[src/logic/pw_lock_pkg.sv]
// shared constants and types for the parameter password lock
package pw_lock_pkg;
  // ****************************************
  // parameter numbers and values
  // ****************************************
  localparam logic [9:0] LOCK_LEVEL_PARAM = 10'h128; // lock level select
  localparam logic [9:0] PASSWORD_PARAM = 10'h129; // password entry and error count
  localparam logic [15:0] LEVEL_NONE = 16'h270F; // no lock, also reset value
  localparam logic [15:0] PW_NONE = 16'h270F; // no password, also reset value
  localparam logic [15:0] PW_MIN = 16'h03E8; // lowest password
  localparam logic [15:0] PW_MAX = 16'h270E; // highest password
  localparam logic [15:0] PW_IGNORED_ZERO = 16'h0000; // write accepted, no effect
  localparam logic [15:0] LEVEL_GROUP = 16'h0063; // user group level
  localparam logic [15:0] LEVEL_COUNT_BASE = 16'h0064; // first counting level
  localparam logic [15:0] LEVEL_COUNT_TOP = 16'h006A; // last counting numeric level
  localparam logic [15:0] LEVEL_COUNT_GROUP = 16'h00C7; // counting user group level
  localparam logic [15:0] LEVEL_PLAIN_TOP = 16'h0006; // last plain numeric level
  localparam logic [15:0] EXT_DISP_ALL = 16'h0000; // extended display shows all
  localparam logic [2:0] ERR_RESET = 3'h0; // error count after reset
  localparam logic [2:0] ERR_MAX = 3'h5; // lockout count
  localparam logic [15:0] CODE_ALL_A = 16'h9966; // all parameter clear codes
  localparam logic [15:0] CODE_ALL_B = 16'h55AA;
  localparam logic [15:0] CODE_PAR_A = 16'h9696; // parameter clear codes
  localparam logic [15:0] CODE_PAR_B = 16'h5A5A;

  // ****************************************
  // types
  // ****************************************
  typedef enum logic [1:0] {SRC_PANEL, SRC_RS485, SRC_OPTION} src_t;

  typedef struct packed {
    logic write; // 1 write, 0 read
    src_t src; // command source
    logic [9:0] param; // parameter number
    logic [15:0] data; // write data
  } req_t;

  typedef struct packed {
    logic ok; // access granted
    logic lock_err; // refused by the password lock
    logic unlock_err; // unlock refused: password mismatch or lockout
    logic [15:0] rdata; // read data of the two lock parameters
  } resp_t;

  typedef struct packed {
    logic loc_rd;
    logic loc_wr;
    logic rs_rd;
    logic opt_rd;
    logic net_wr;
  } perm_t;

  // legal lock level settings
  function automatic logic level_valid(input logic [15:0] lv);
    level_valid = (lv <= LEVEL_PLAIN_TOP) || (lv == LEVEL_GROUP) || (lv == LEVEL_NONE) ||
      ((lv >= LEVEL_COUNT_BASE) && (lv <= LEVEL_COUNT_TOP)) || (lv == LEVEL_COUNT_GROUP);
  endfunction : level_valid
endpackage : pw_lock_pkg

[src/logic/lock_perm_decode.sv]
// decodes a lock level into per-source read and write permissions
`timescale 1ns/100ps
`default_nettype none
module lock_perm_decode (
  input wire logic [15:0] level, // lock level setting
  input wire logic in_group, // parameter registered in the user group
  output pw_lock_pkg::perm_t perm // resulting permissions
);
  logic [15:0] base;

  // fold counting levels onto their plain twins, then look up
  always_comb begin
    base = 16'h0000;
    perm = '0;
    if (level == pw_lock_pkg::LEVEL_NONE) begin
      perm = 5'b11111; // see RL9
    end else if (level == pw_lock_pkg::LEVEL_GROUP || level == pw_lock_pkg::LEVEL_COUNT_GROUP) begin
      perm = in_group ? 5'b11111 : 5'b00010; // see RL12
    end else begin
      base = (level >= pw_lock_pkg::LEVEL_COUNT_BASE) ? level - pw_lock_pkg::LEVEL_COUNT_BASE : level;
      case (base)
        16'h0000: perm = 5'b00000; // see RL9
        16'h0001: perm = 5'b10110; // see RL10
        16'h0002: perm = 5'b10111; // see RL10
        16'h0003: perm = 5'b11110; // see RL10
        16'h0004: perm = 5'b00010; // see RL11
        16'h0005: perm = 5'b00111; // see RL11
        16'h0006: perm = 5'b11010; // see RL11
        default: perm = 5'b00000;
      endcase
    end
  end
endmodule : lock_perm_decode
`default_nettype wire

[src/logic/parameter_password_lock.sv]
// parameter password lock: access gate, password store and clear handling
`timescale 1ns/100ps
`default_nettype none
// Overview of operation
// RL1: password 1000..9998 registers, applies lock level
// RL2: unlocked level 9999 accepts only with display 0
// RL3: counting levels show error count, else 0
// RL4: after fifth error correct password ignored
// RL5: all clear releases lock unless motor runs, clears parameters
// RL6: matching password unlocks, mismatch flags error
// RL7: registered password never reads back, 0..5 only
// RL8: writing 0 or 9999 accepted, no effect
// RL9: level sets per-source permissions; 9999 all, 0 none
// RL10: levels 1,2,3 per-source read/write table
// RL11: levels 4,5,6 per-source read/write table
// RL12: group levels: registered only, else level 4
// RL13: lock parameters always accessible under group limit
// RL14: extended display block still refuses reads; network reads while unlocked are granted
// RL15: write protect block still refuses writes
// RL16: full block with option installed trips
// RL17: internal parameter updates always pass
// RL18: locked access refused with lock error
// RL19: lock parameters writable despite write protect
// RL20: no all clear while motor runs
// RL21: all clear codes unlock from any source
// RL22: parameter clear codes unlock only via option
// RL23: error count steps once, saturates, clears on clear
module parameter_password_lock (
  input wire logic sys_clk, // 20 MHz clock
  input wire logic arst_n, // asynchronous reset, active low
  input wire logic req_valid, // parameter access request, one cycle
  input wire pw_lock_pkg::req_t req, // access request fields
  input wire logic in_user_group, // requested parameter is in the user group
  input wire logic disp_blocks_read, // extended display hides this parameter
  input wire logic wp_blocks_write, // write protect blocks this parameter
  input wire logic [15:0] extended_display_select, // extended display setting
  input wire logic rs485_is_local, // local command source is the RS-485 link
  input wire logic option_installed, // network option fitted
  input wire logic motor_running, // drive is running
  input wire logic int_wr_valid, // internal parameter update request
  output logic int_wr_grant, // internal update granted
  input wire logic clr_valid, // clear request, one cycle
  input wire pw_lock_pkg::src_t clr_src, // clear request source
  input wire logic [15:0] clr_code, // clear data code
  output logic resp_valid, // access answer, one cycle
  output pw_lock_pkg::resp_t resp, // access answer fields
  output logic clr_done, // clear answer, one cycle
  output logic clr_ok, // clear accepted
  output logic all_clear_pulse, // reset all other parameters
  output logic param_clear_pulse, // reset ordinary parameters
  output logic [15:0] lock_level_select, // current lock level
  output logic locked, // password registered and active
  output logic option_fault_trip // option fault, held until clear
);
  // ****************************************
  // state
  // ****************************************
  logic [15:0] level_reg;
  logic [15:0] level_next;
  logic [15:0] pw_reg;
  logic [15:0] pw_next;
  logic [2:0] err_reg;
  logic [2:0] err_next;
  logic trip_reg;
  logic trip_next;
  // answer registers, one-cycle strobes
  logic resp_valid_reg;
  logic resp_valid_next;
  pw_lock_pkg::resp_t resp_reg;
  pw_lock_pkg::resp_t resp_next;
  logic clr_done_reg;
  logic clr_done_next;
  logic clr_ok_reg;
  logic clr_ok_next;
  logic all_clr_reg;
  logic all_clr_next;
  logic par_clr_reg;
  logic par_clr_next;

  // decode of the current request
  pw_lock_pkg::perm_t perm;
  logic is_locked;
  logic counting;
  logic lockout;
  logic network;
  logic local_src;
  logic lock_ok;
  logic is_lock_param;
  logic all_code;
  logic par_code;

  // permissions for the requested parameter under the current level
  lock_perm_decode u_perm (
    .level(level_reg),
    .in_group(in_user_group),
    .perm(perm)
  );

  // ****************************************
  // status decode
  // ****************************************
  // lock status and source class of the request
  assign is_locked = (pw_reg != pw_lock_pkg::PW_NONE);
  assign counting = ((level_reg >= pw_lock_pkg::LEVEL_COUNT_BASE) &&
    (level_reg <= pw_lock_pkg::LEVEL_COUNT_TOP)) ||
    (level_reg == pw_lock_pkg::LEVEL_COUNT_GROUP); // see RL3
  assign lockout = counting && (err_reg == pw_lock_pkg::ERR_MAX); // see RL4
  assign local_src = (req.src == pw_lock_pkg::SRC_PANEL) ||
    (rs485_is_local && req.src == pw_lock_pkg::SRC_RS485);
  assign network = !local_src;
  assign is_lock_param = (req.param == pw_lock_pkg::LOCK_LEVEL_PARAM) ||
    (req.param == pw_lock_pkg::PASSWORD_PARAM);
  assign all_code = (clr_code == pw_lock_pkg::CODE_ALL_A) ||
    (clr_code == pw_lock_pkg::CODE_ALL_B);
  assign par_code = (clr_code == pw_lock_pkg::CODE_PAR_A) ||
    (clr_code == pw_lock_pkg::CODE_PAR_B);
  // internal updates are never held back
  assign int_wr_grant = int_wr_valid; // see RL17

  // lock verdict for an ordinary parameter
  always_comb begin
    lock_ok = 1'b1;
    if (is_locked) begin
      if (local_src) begin
        lock_ok = req.write ? perm.loc_wr : perm.loc_rd; // see RL9
      end else if (req.write) begin
        lock_ok = perm.net_wr; // see RL10
      end else if (req.src == pw_lock_pkg::SRC_OPTION) begin
        lock_ok = perm.opt_rd; // see RL11
      end else begin
        lock_ok = perm.rs_rd; // see RL10
      end
    end
  end

  // ****************************************
  // access, password and clear handling
  // ****************************************
  always_comb begin
    // hold state, no answer by default
    level_next = level_reg;
    pw_next = pw_reg;
    err_next = err_reg;
    trip_next = trip_reg;
    resp_valid_next = 1'b0;
    resp_next = '0;
    clr_done_next = 1'b0;
    clr_ok_next = 1'b0;
    all_clr_next = 1'b0;
    par_clr_next = 1'b0;
    // full block with the option fitted trips and holds
    if (is_locked && option_installed &&
        (level_reg == 16'h0000 || level_reg == pw_lock_pkg::LEVEL_COUNT_BASE)) begin
      trip_next = 1'b1; // see RL16
    end
    // access, answered at the next edge
    if (req_valid) begin
      resp_valid_next = 1'b1;
      if (req.param == pw_lock_pkg::LOCK_LEVEL_PARAM) begin
        // lock parameters bypass group and write protect limits, see RL13 and RL19
        if (!req.write) begin
          resp_next.ok = 1'b1;
          resp_next.rdata = level_reg;
        end else if (is_locked) begin
          resp_next.lock_err = 1'b1; // see RL18
        end else if (pw_lock_pkg::level_valid(req.data) &&
            extended_display_select == pw_lock_pkg::EXT_DISP_ALL) begin
          resp_next.ok = 1'b1;
          level_next = req.data;
        end
      end else if (req.param == pw_lock_pkg::PASSWORD_PARAM) begin
        if (!req.write) begin
          resp_next.ok = 1'b1;
          if (is_locked) begin
            if (counting) begin
              resp_next.rdata = {13'h0000, err_reg}; // see RL3
            end else begin
              resp_next.rdata = 16'h0000; // see RL7
            end
          end else begin
            resp_next.rdata = pw_lock_pkg::PW_NONE;
          end
        end else if (req.data == pw_lock_pkg::PW_IGNORED_ZERO ||
            req.data == pw_lock_pkg::PW_NONE) begin
          resp_next.ok = 1'b1; // see RL8
        end else if (req.data < pw_lock_pkg::PW_MIN ||
            req.data > pw_lock_pkg::PW_MAX) begin
          resp_next.ok = 1'b0;
        end else if (!is_locked) begin
          if (level_reg == pw_lock_pkg::LEVEL_NONE) begin
            resp_next.ok = (extended_display_select ==
              pw_lock_pkg::EXT_DISP_ALL); // see RL2
          end else begin
            resp_next.ok = 1'b1;
            pw_next = req.data; // see RL1
            err_next = pw_lock_pkg::ERR_RESET;
          end
        end else if (lockout) begin
          resp_next.ok = 1'b1; // see RL4
          resp_next.unlock_err = 1'b1;
        end else if (req.data == pw_reg) begin
          resp_next.ok = 1'b1;
          pw_next = pw_lock_pkg::PW_NONE; // see RL6
          err_next = pw_lock_pkg::ERR_RESET;
        end else begin
          resp_next.ok = 1'b1;
          resp_next.unlock_err = 1'b1; // see RL6
          if (counting && err_reg != pw_lock_pkg::ERR_MAX) begin
            err_next = err_reg + 3'h1; // see RL23
          end
        end
      end else if (!lock_ok) begin
        resp_next.lock_err = 1'b1; // see RL18
      end else if (!req.write && disp_blocks_read &&
          !(network && !is_locked)) begin
        resp_next.ok = 1'b0; // see RL14
      end else if (req.write && wp_blocks_write) begin
        resp_next.ok = 1'b0; // see RL15
      end else begin
        resp_next.ok = 1'b1;
      end
      // a granted lock parameter never shows a lock error
      if (is_lock_param && resp_next.ok) begin
        resp_next.lock_err = 1'b0;
      end
    end
    // clear request, wins over an access
    if (clr_valid) begin
      clr_done_next = 1'b1;
      if (motor_running) begin
        clr_ok_next = 1'b0; // see RL20
      end else if (all_code) begin
        // any source releases the lock and resets everything, see RL5 RL21
        clr_ok_next = 1'b1;
        all_clr_next = 1'b1;
        level_next = pw_lock_pkg::LEVEL_NONE;
        pw_next = pw_lock_pkg::PW_NONE;
        err_next = pw_lock_pkg::ERR_RESET; // see RL23
        trip_next = 1'b0;
      end else if (par_code &&
          (!is_locked || clr_src == pw_lock_pkg::SRC_OPTION)) begin
        // only the option may release the lock this way, see RL22
        clr_ok_next = 1'b1;
        par_clr_next = 1'b1;
        level_next = pw_lock_pkg::LEVEL_NONE;
        pw_next = pw_lock_pkg::PW_NONE;
        err_next = pw_lock_pkg::ERR_RESET;
        trip_next = 1'b0;
      end
    end
  end

  // ****************************************
  // registers
  // ****************************************
  // lock state: level, password, errors, trip
  always_ff @(posedge sys_clk or negedge arst_n) begin
    if (!arst_n) begin
      level_reg <= pw_lock_pkg::LEVEL_NONE;
      pw_reg <= pw_lock_pkg::PW_NONE;
      err_reg <= pw_lock_pkg::ERR_RESET;
      trip_reg <= 1'b0;
    end else begin
      level_reg <= level_next;
      pw_reg <= pw_next;
      err_reg <= err_next;
      trip_reg <= trip_next;
    end
  end

  // answers, idle after reset
  always_ff @(posedge sys_clk or negedge arst_n) begin
    if (!arst_n) begin
      resp_valid_reg <= 1'b0;
      resp_reg <= '0;
      clr_done_reg <= 1'b0;
      clr_ok_reg <= 1'b0;
      all_clr_reg <= 1'b0;
      par_clr_reg <= 1'b0;
    end else begin
      resp_valid_reg <= resp_valid_next;
      resp_reg <= resp_next;
      clr_done_reg <= clr_done_next;
      clr_ok_reg <= clr_ok_next;
      all_clr_reg <= all_clr_next;
      par_clr_reg <= par_clr_next;
    end
  end

  // ****************************************
  // outputs
  // ****************************************
  // answers, level and trip straight from flip-flops, locked decoded from pw_reg
  assign resp_valid = resp_valid_reg;
  assign resp = resp_reg;
  assign clr_done = clr_done_reg;
  assign clr_ok = clr_ok_reg;
  assign all_clear_pulse = all_clr_reg;
  assign param_clear_pulse = par_clr_reg;
  assign lock_level_select = level_reg;
  assign locked = is_locked;
  assign option_fault_trip = trip_reg;
endmodule : parameter_password_lock
`default_nettype wire

[config.mk]
export PLATFORM = sky130hd
export DESIGN_NAME = parameter_password_lock
export DESIGN_NICKNAME = d
export VERILOG_FILES = /design/src/logic/pw_lock_pkg.sv /design/src/logic/lock_perm_decode.sv /design/src/logic/parameter_password_lock.sv
export SDC_FILE = /design/constraint.sdc
export NUM_CORES = 1
export LEC_CHECK = 0
export BUFFER_PORTS_ARGS = -buffer_cell sky130_fd_sc_hd__buf_2
export CORE_AREA = 2 2 102 104
export DETAILED_ROUTE_END_ITERATION = 10
export DIE_AREA = 0 0 104 106
export PLACE_DENSITY = 0.65
export SYNTH_ARGS = -nofsm -noshare
export SYNTH_HDL_FRONTEND = slang
export SYNTH_SLANG_ARGS = --single-unit
[constraint.sdc]
create_clock -name sys_clk -period 5 [get_ports sys_clk]
set_input_delay 0.75 -clock sys_clk [delete_from_list [all_inputs] [get_ports sys_clk]]
set_output_delay 0.75 -clock sys_clk [all_outputs]
set_load 0.05 [all_outputs]
* Yosys cells after proc, flatten, opt, wreduce, memory -nomap -nowiden
Cells that the tools add are included.
** Word-level totals
- Bits in read-only memories :: 0
- Register bits after elaboration :: 60
- Bits in writable memories :: 0
- Logic and storage cells :: 182
- Output and inout bits :: 43
- Latch bits :: 0
- Bits of input ports :: 74
- Memories kept :: 0
** Cells by class
- Multiplexer cells :: 98
- Add/sub/neg operators :: 2
- Multipliers :: 0
- Divide/modulo/power cells :: 0
- Shifts and indexed selects :: 0
- Reduce and logical (&&, ||, !) cells :: 36
- Bitwise operators :: 0
- Equal/unequal tests :: 26
- Order comparisons :: 7
** Operators by type and width (number)
- $mux 16 :: 27
- $eq 16x3->1 const B :: 3
- $eq 16x7->1 const B :: 3
- $logic_not 16->1 :: 3
- $mux 3 :: 16
- $mux 1 :: 46
- $eq 16x14->1 const B :: 2
- $eq 16x15->1 const B :: 2
- $eq 16x16->1 const B :: 2
- $eq 16x2->1 const B :: 2
- $eq 16x8->1 const B :: 2
- $ge 16x7->1 const B :: 2
- $le 16x7->1 const B :: 2
- $pmux 5 s6 :: 1
- $eq 10x9->1 const B :: 2
- $mux 19 :: 1
- $mux 17 :: 1
- $eq 16x1->1 const B :: 1
- $eq 16x16->1 :: 1
- $gt 16x14->1 const B :: 1
- $le 16x3->1 const B :: 1
- $lt 16x10->1 const B :: 1
- $ne 16x14->1 const B :: 1
- $sub 16x7->16 const B :: 1
- other kinds (12) :: 45

* Depth between registers and ports, before layout
- Depth after elaboration :: 18
- Depth in mapped cells :: 10
- Depth with buffers taken out :: 9

* Cells and area by module
Synthesis repeated with hierarchy kept, for this count alone.
** Second synthesis, totals
- Cells, all modules :: 423
- Area total of the unflattened synthesis :: 4106.4 µm²
** Modules (own cells, without submodules)
- parameter_password_lock :: area an instance 3378.2 µm², cells each 326, seq. area each 1521.5 µm², times used 1
- lock_perm_decode :: area an instance 728.2 µm², cells each 97, seq. area each 0.0 µm², times used 1

* Worst setup path after synthesis
OpenSTA, ideal clock, no wires.
- Path kind :: input to register
- From :: input req[6] (netlist name)
- To :: register pw_reg[3]
- Arrival :: 3.034 ns
- Buffers on the path :: 2
- Setup slack :: 1.886 ns
- Stages :: 8
- Required time :: 4.920 ns
- Library setup time :: 0.080 ns
- Path through :: buf_2 > or4_1 > or4_1 > a221oi_2 > nand3_1 > or3_1 > clkbuf_1 > o22a_1
** On the way
- Cells in the longest elaborated chain, start to end :: 14
- Elaborated cells on any way between the ends :: 20
- Those cells by class :: 2 x order compare; 2 x eq/ne; 13 x mux; 3 x reduce/logical
** RTL lines
- start: declaration :: line parameter_password_lock.sv:32 : input wire pw_lock_pkg::req_t req,
- parallel branches: the longest is 5 deep, another holds $lt 16x10->1
- $mux 16 * :: line parameter_password_lock.sv:183 : end else if (req.data == pw_lock_pkg::PW_IGNORED_ZERO ||
- $mux 16 * :: line parameter_password_lock.sv:172 : if (!req.write) begin
- $mux 16 * :: line parameter_password_lock.sv:171 : end else if (req.param == pw_lock_pkg::PASSWORD_PARAM) begin
- $mux 16 * :: line parameter_password_lock.sv:159 : if (req.param == pw_lock_pkg::LOCK_LEVEL_PARAM) begin
- $mux 16 * :: line parameter_password_lock.sv:157 : if (req_valid) begin
- $mux 16 :: line parameter_password_lock.sv:240 : end else if (par_code &&
- $mux 16 :: line parameter_password_lock.sv:232 : end else if (all_code) begin
- $mux 16 :: line parameter_password_lock.sv:230 : if (motor_running) begin
- $mux 16 * :: line parameter_password_lock.sv:228 : if (clr_valid) begin
- via pw_next[3] :: line parameter_password_lock.sv:61 : logic [15:0] pw_next;
- end signal: assignment :: line parameter_password_lock.sv:260 : pw_reg <= pw_lock_pkg::PW_NONE;
- end signal: assignment :: line parameter_password_lock.sv:265 : pw_reg <= pw_next;
- end: declaration :: line parameter_password_lock.sv:60 : logic [15:0] pw_reg;
Mark *: on every way through the listed nets, which the timed path passes.

* Final worst setup path
- From :: register pw_reg[13]
- To :: register pw_reg[3]
** On the way
- Cells in the longest elaborated chain, start to end :: 14
- Elaborated cells on any way between the ends :: 18
- Those cells by class :: 2 x eq/ne; 13 x mux; 3 x reduce/logical
** RTL lines
- $eq 16x16->1 :: line parameter_password_lock.sv:201 : end else if (req.data == pw_reg) begin
- $mux 16 :: line parameter_password_lock.sv:201
- $mux 16 :: line parameter_password_lock.sv:198 : end else if (lockout) begin
- $mux 16 :: line parameter_password_lock.sv:189 : end else if (!is_locked) begin
- $mux 16 :: line parameter_password_lock.sv:186 : end else if (req.data < pw_lock_pkg::PW_MIN ||
- $mux 16 :: line parameter_password_lock.sv:183
- $mux 16 :: line parameter_password_lock.sv:172
- $mux 16 :: line parameter_password_lock.sv:171
- $mux 16 :: line parameter_password_lock.sv:159
- $mux 16 :: line parameter_password_lock.sv:157
- $mux 16 :: line parameter_password_lock.sv:240
- $mux 16 :: line parameter_password_lock.sv:232
- $mux 16 :: line parameter_password_lock.sv:230
- $mux 16 * :: line parameter_password_lock.sv:228
- via pw_next[3] :: line parameter_password_lock.sv:61
Mark *: on every way through the listed nets, which the timed path passes. The rest lies on a longest branch.

==> metrics.txt <==
CTS sink count=60; most common library cells after synthesis=sky130_fd_sc_hd__dfrtp_1 (44), sky130_fd_sc_hd__nand2_1 (31), sky130_fd_sc_hd__nor2_1 (25); clock tree root driver cell=sky130_fd_sc_hd__clkbuf_8; first drt pass iteration count=5; port buffer count=114; transition time of the tightest slew-check pin=871 ps; number of warnings issued by yosys=0; quantity of hold-fixing buffers added after cts=0; Pint=818 µW; Crit path largest cell delay=560 ps; filler cell count=997; number of standard cells after synthesis=424; Worst Setup Start Kind=register; final estimated routing congestion in global placement=0.862; Setup crit start=pw_reg[13]; part of the power in combinational logic=8.2%; largest net degree at the start of global routing=61; total via count after detailed routing=3744; Initial Util=38.6%; CTS buffer count=9; Slew Viols, Final=0; static power due to leakage=0.00213 µW; fraction of layout instances using a drive strength above 1=29.7%; Post-CTS Resized=0; routed len/inst=16.9 µm; Final Power=1070 µW; required time of the worst setup path=5290 ps; startpoint-to-endpoint class of the critical path=reg2reg; max reg flops=19; number of antenna violations at the first check in global routing=0; maximum frequency from static timing analysis=313 MHz; most common flop cell mapped by yosys=sky130_fd_sc_hd__dfrtp_1; sequential fraction of the synthesis area=39.4%; H-tree depth reported by CTS=3; kind of capture point of the worst setup path=register; DRT met1 WL=5120 µm; Total GRT Usage=20.7%; maximum fanout encountered on the critical timing path=14; post-route worst setup slack=1810 ps; Hold Startpoint=option_fault_trip; share of the cycle needed by the critical path after routing=63.8%; unrepaired setup endpoints after global routing=false; area added between synthesis and finish=22.2%; maximum vdd ir drop=0.104 mV; die width=104 µm; number of buffers and inverters on the critical path=2; drt drc=0; post-synthesis cell area=3860 µm²; post-detailed-routing wire length=11300 µm; count of flip-flops with a built-in enable after synthesis=0; sequential cell fraction of total power=45.8%; Fin Clk Skew=15.1 ps; top cells by area, synth=sky130_fd_sc_hd__dfrtp_1 (29%), sky130_fd_sc_hd__dfstp_2 (11%), sky130_fd_sc_hd__xnor2_1 (3.9%); Clock Tree Buf Depth=2; total count of hold-check failures in the final report=0; Boundary Pins=117; setup violators final=0; net switching power figure=248 µW; source-to-sink clock delay at the later pin of the worst-skew pair=350 ps; Worst R2R Start=pw_reg[13]; areal power density over the cells=226 nW/µm²; detailed-routed wire length on met3=858 µm; met2 WL=5150 µm; number of placement rows=37; Avg Inst Size Synth=9.11 µm²; total setup buffers inserted after CTS=0; proportion of total power due to net switching=23.3%; detailed placer's ending HPWL=8390 µm; remaining number of nets flagged by the antenna check after routing=0; number of violations reported at the end of detailed-routing iteration 0=280; first-pass GRT wire length=18300 µm; Slew HR=41.7%; diode count=0; Clk pin slew, worst setup/hold paths=70 ps; setup total negative slack=0 ps; clock tree from TritonCTS=done; Chip Height=106 µm; Die Outline Area=11000 µm²; cell with the largest stage delay on the worst path=sky130_fd_sc_hd__dfstp_2; final global-route overflow total=0; core occupancy in the finished layout=47.2%; synthesized flop and latch total=60; share of Yosys cell area claimed by the top area cell type=28.5%; maxcap violations=0; hold crit path type=reg2reg; Period minus WS final=3190 ps; count of cell types in the netlist=69; cell with the most instances after synthesis=sky130_fd_sc_hd__dfrtp_1; cell breakdown of the critical path=nor4bb_1 > nand4_1 > buf_4 > a2111oi_0 > nor2_1 > inv_1 > or3_1 > o22a_1; minimum setup slack after placement=1580 ps; net count after synthesis=505; DR top layer=met4; Floorplan Core Area=10000 µm²; part of the total power dissipated in the clock network=46.0%; vias in the first global route=3684; CP arrival=3490 ps; Top Family by Delay on Critical Path=simple AND/OR/NAND/NOR gates; fraction of registers with async set or reset after synthesis=100%; via density per instance=5.63; run status=completed; cell type with the largest total area after synthesis=sky130_fd_sc_hd__dfrtp_1; nets@finish=605
cells by family after synthesis:
family	count (synthesis)	synth area share, %
flip-flops	60	39.4
multiplexers	8	2.14
adder cells (fa/ha/maj)	7	2.27
XOR/XNOR	17	3.86
buffers and inverters	43	4.57
AO/OA/AOI/OAI	106	20.1
AND/OR/NAND/NOR	183	27.7
layout by cell type (no fill, tap or decap), drive strengths merged, types with 4 or more instances in the layout:
| cell type | instances |
|---|---|
| a22o | 6 |
| mux2i | 6 |
| dfstp | 16 |
| nand2 | 32 |
| nor4bb | 7 |
| nor2b | 6 |
| ha | 7 |
| nor3 | 14 |
| nand4 | 10 |
| a21boi | 4 |
| xnor2 | 17 |
| nand3 | 12 |
| nor2 | 25 |
| nand2b | 6 |
| o21ai | 21 |
| o211ai | 12 |
| o22a | 7 |
| and3 | 16 |
| nor4 | 7 |
| inv | 16 |
| buf | 116 |
| nor3b | 5 |
| a21oi | 17 |
| a22oi | 5 |
| and2 | 9 |
| or3 | 6 |
| a31oi | 4 |
| or4 | 14 |
| dfrtp | 44 |
| clkbuf | 12 |
final cells by class:
type	instances	area, µm²	share of cell area, %
clock buffer	12	145	3.08
tap	136	170	3.61
inverter	16	60.1	1.27
multi-input combinational	321	2160	45.8
sequential	60	1520	32.2
timing repair buffer	116	586	12.4
clock inverter	4	72.6	1.54
path summary, 6_finish.rpt:
kind,slack (ps),depth (start not counted),to
worst max-delay path,1810,8,pw_reg[3]
worst min-delay path,500,2,option_fault_trip
worst max register to register,1810,8,pw_reg[3]
worst min register to register,500,2,option_fault_trip
max in group asynchronous,3940,2,resp[9]
min in group asynchronous,530,2,lock_level_select[15]
worst min-delay path, stage by stage (launching register included):
cell                      delay [ps]
sky130_fd_sc_hd__dfrtp_1         340
sky130_fd_sc_hd__a31oi_1          40
sky130_fd_sc_hd__nor2_1           70
metrics by stage:
| stage | cell area [µm²] | cells | hold slack (ps) |
|---|---|---|---|
| floorplan | 3860 | 424 | 454 |
| global placement | 4500 | 649 | 482 |
| detailed placement | 4500 | 649 | 486 |
| CTS | 4720 | 665 | 501 |
| global route | 4720 | 665 | 516 |
| finish | 4720 | 665 | 498 |
routing by layer:
layer / GRT usage [%] / up-vias
li1: - / 1791
met1: 27.6 / 1765
met2: 33.2 / 178
met3: 4.66 / 10
met4: 7.34 / 0
met5: 0 / -
power by group through the flow:
stage	clock network, µW	registers [µW]	logic (µW)
after floorplan	0	501	33.8
final	491	488	87.5
after CTS	497	488	88.3
after global placement	0	496	86.0
after detailed placement	0	496	88.1
after global routing	520	488	98.0
Power figures use the tool's default switching activity.
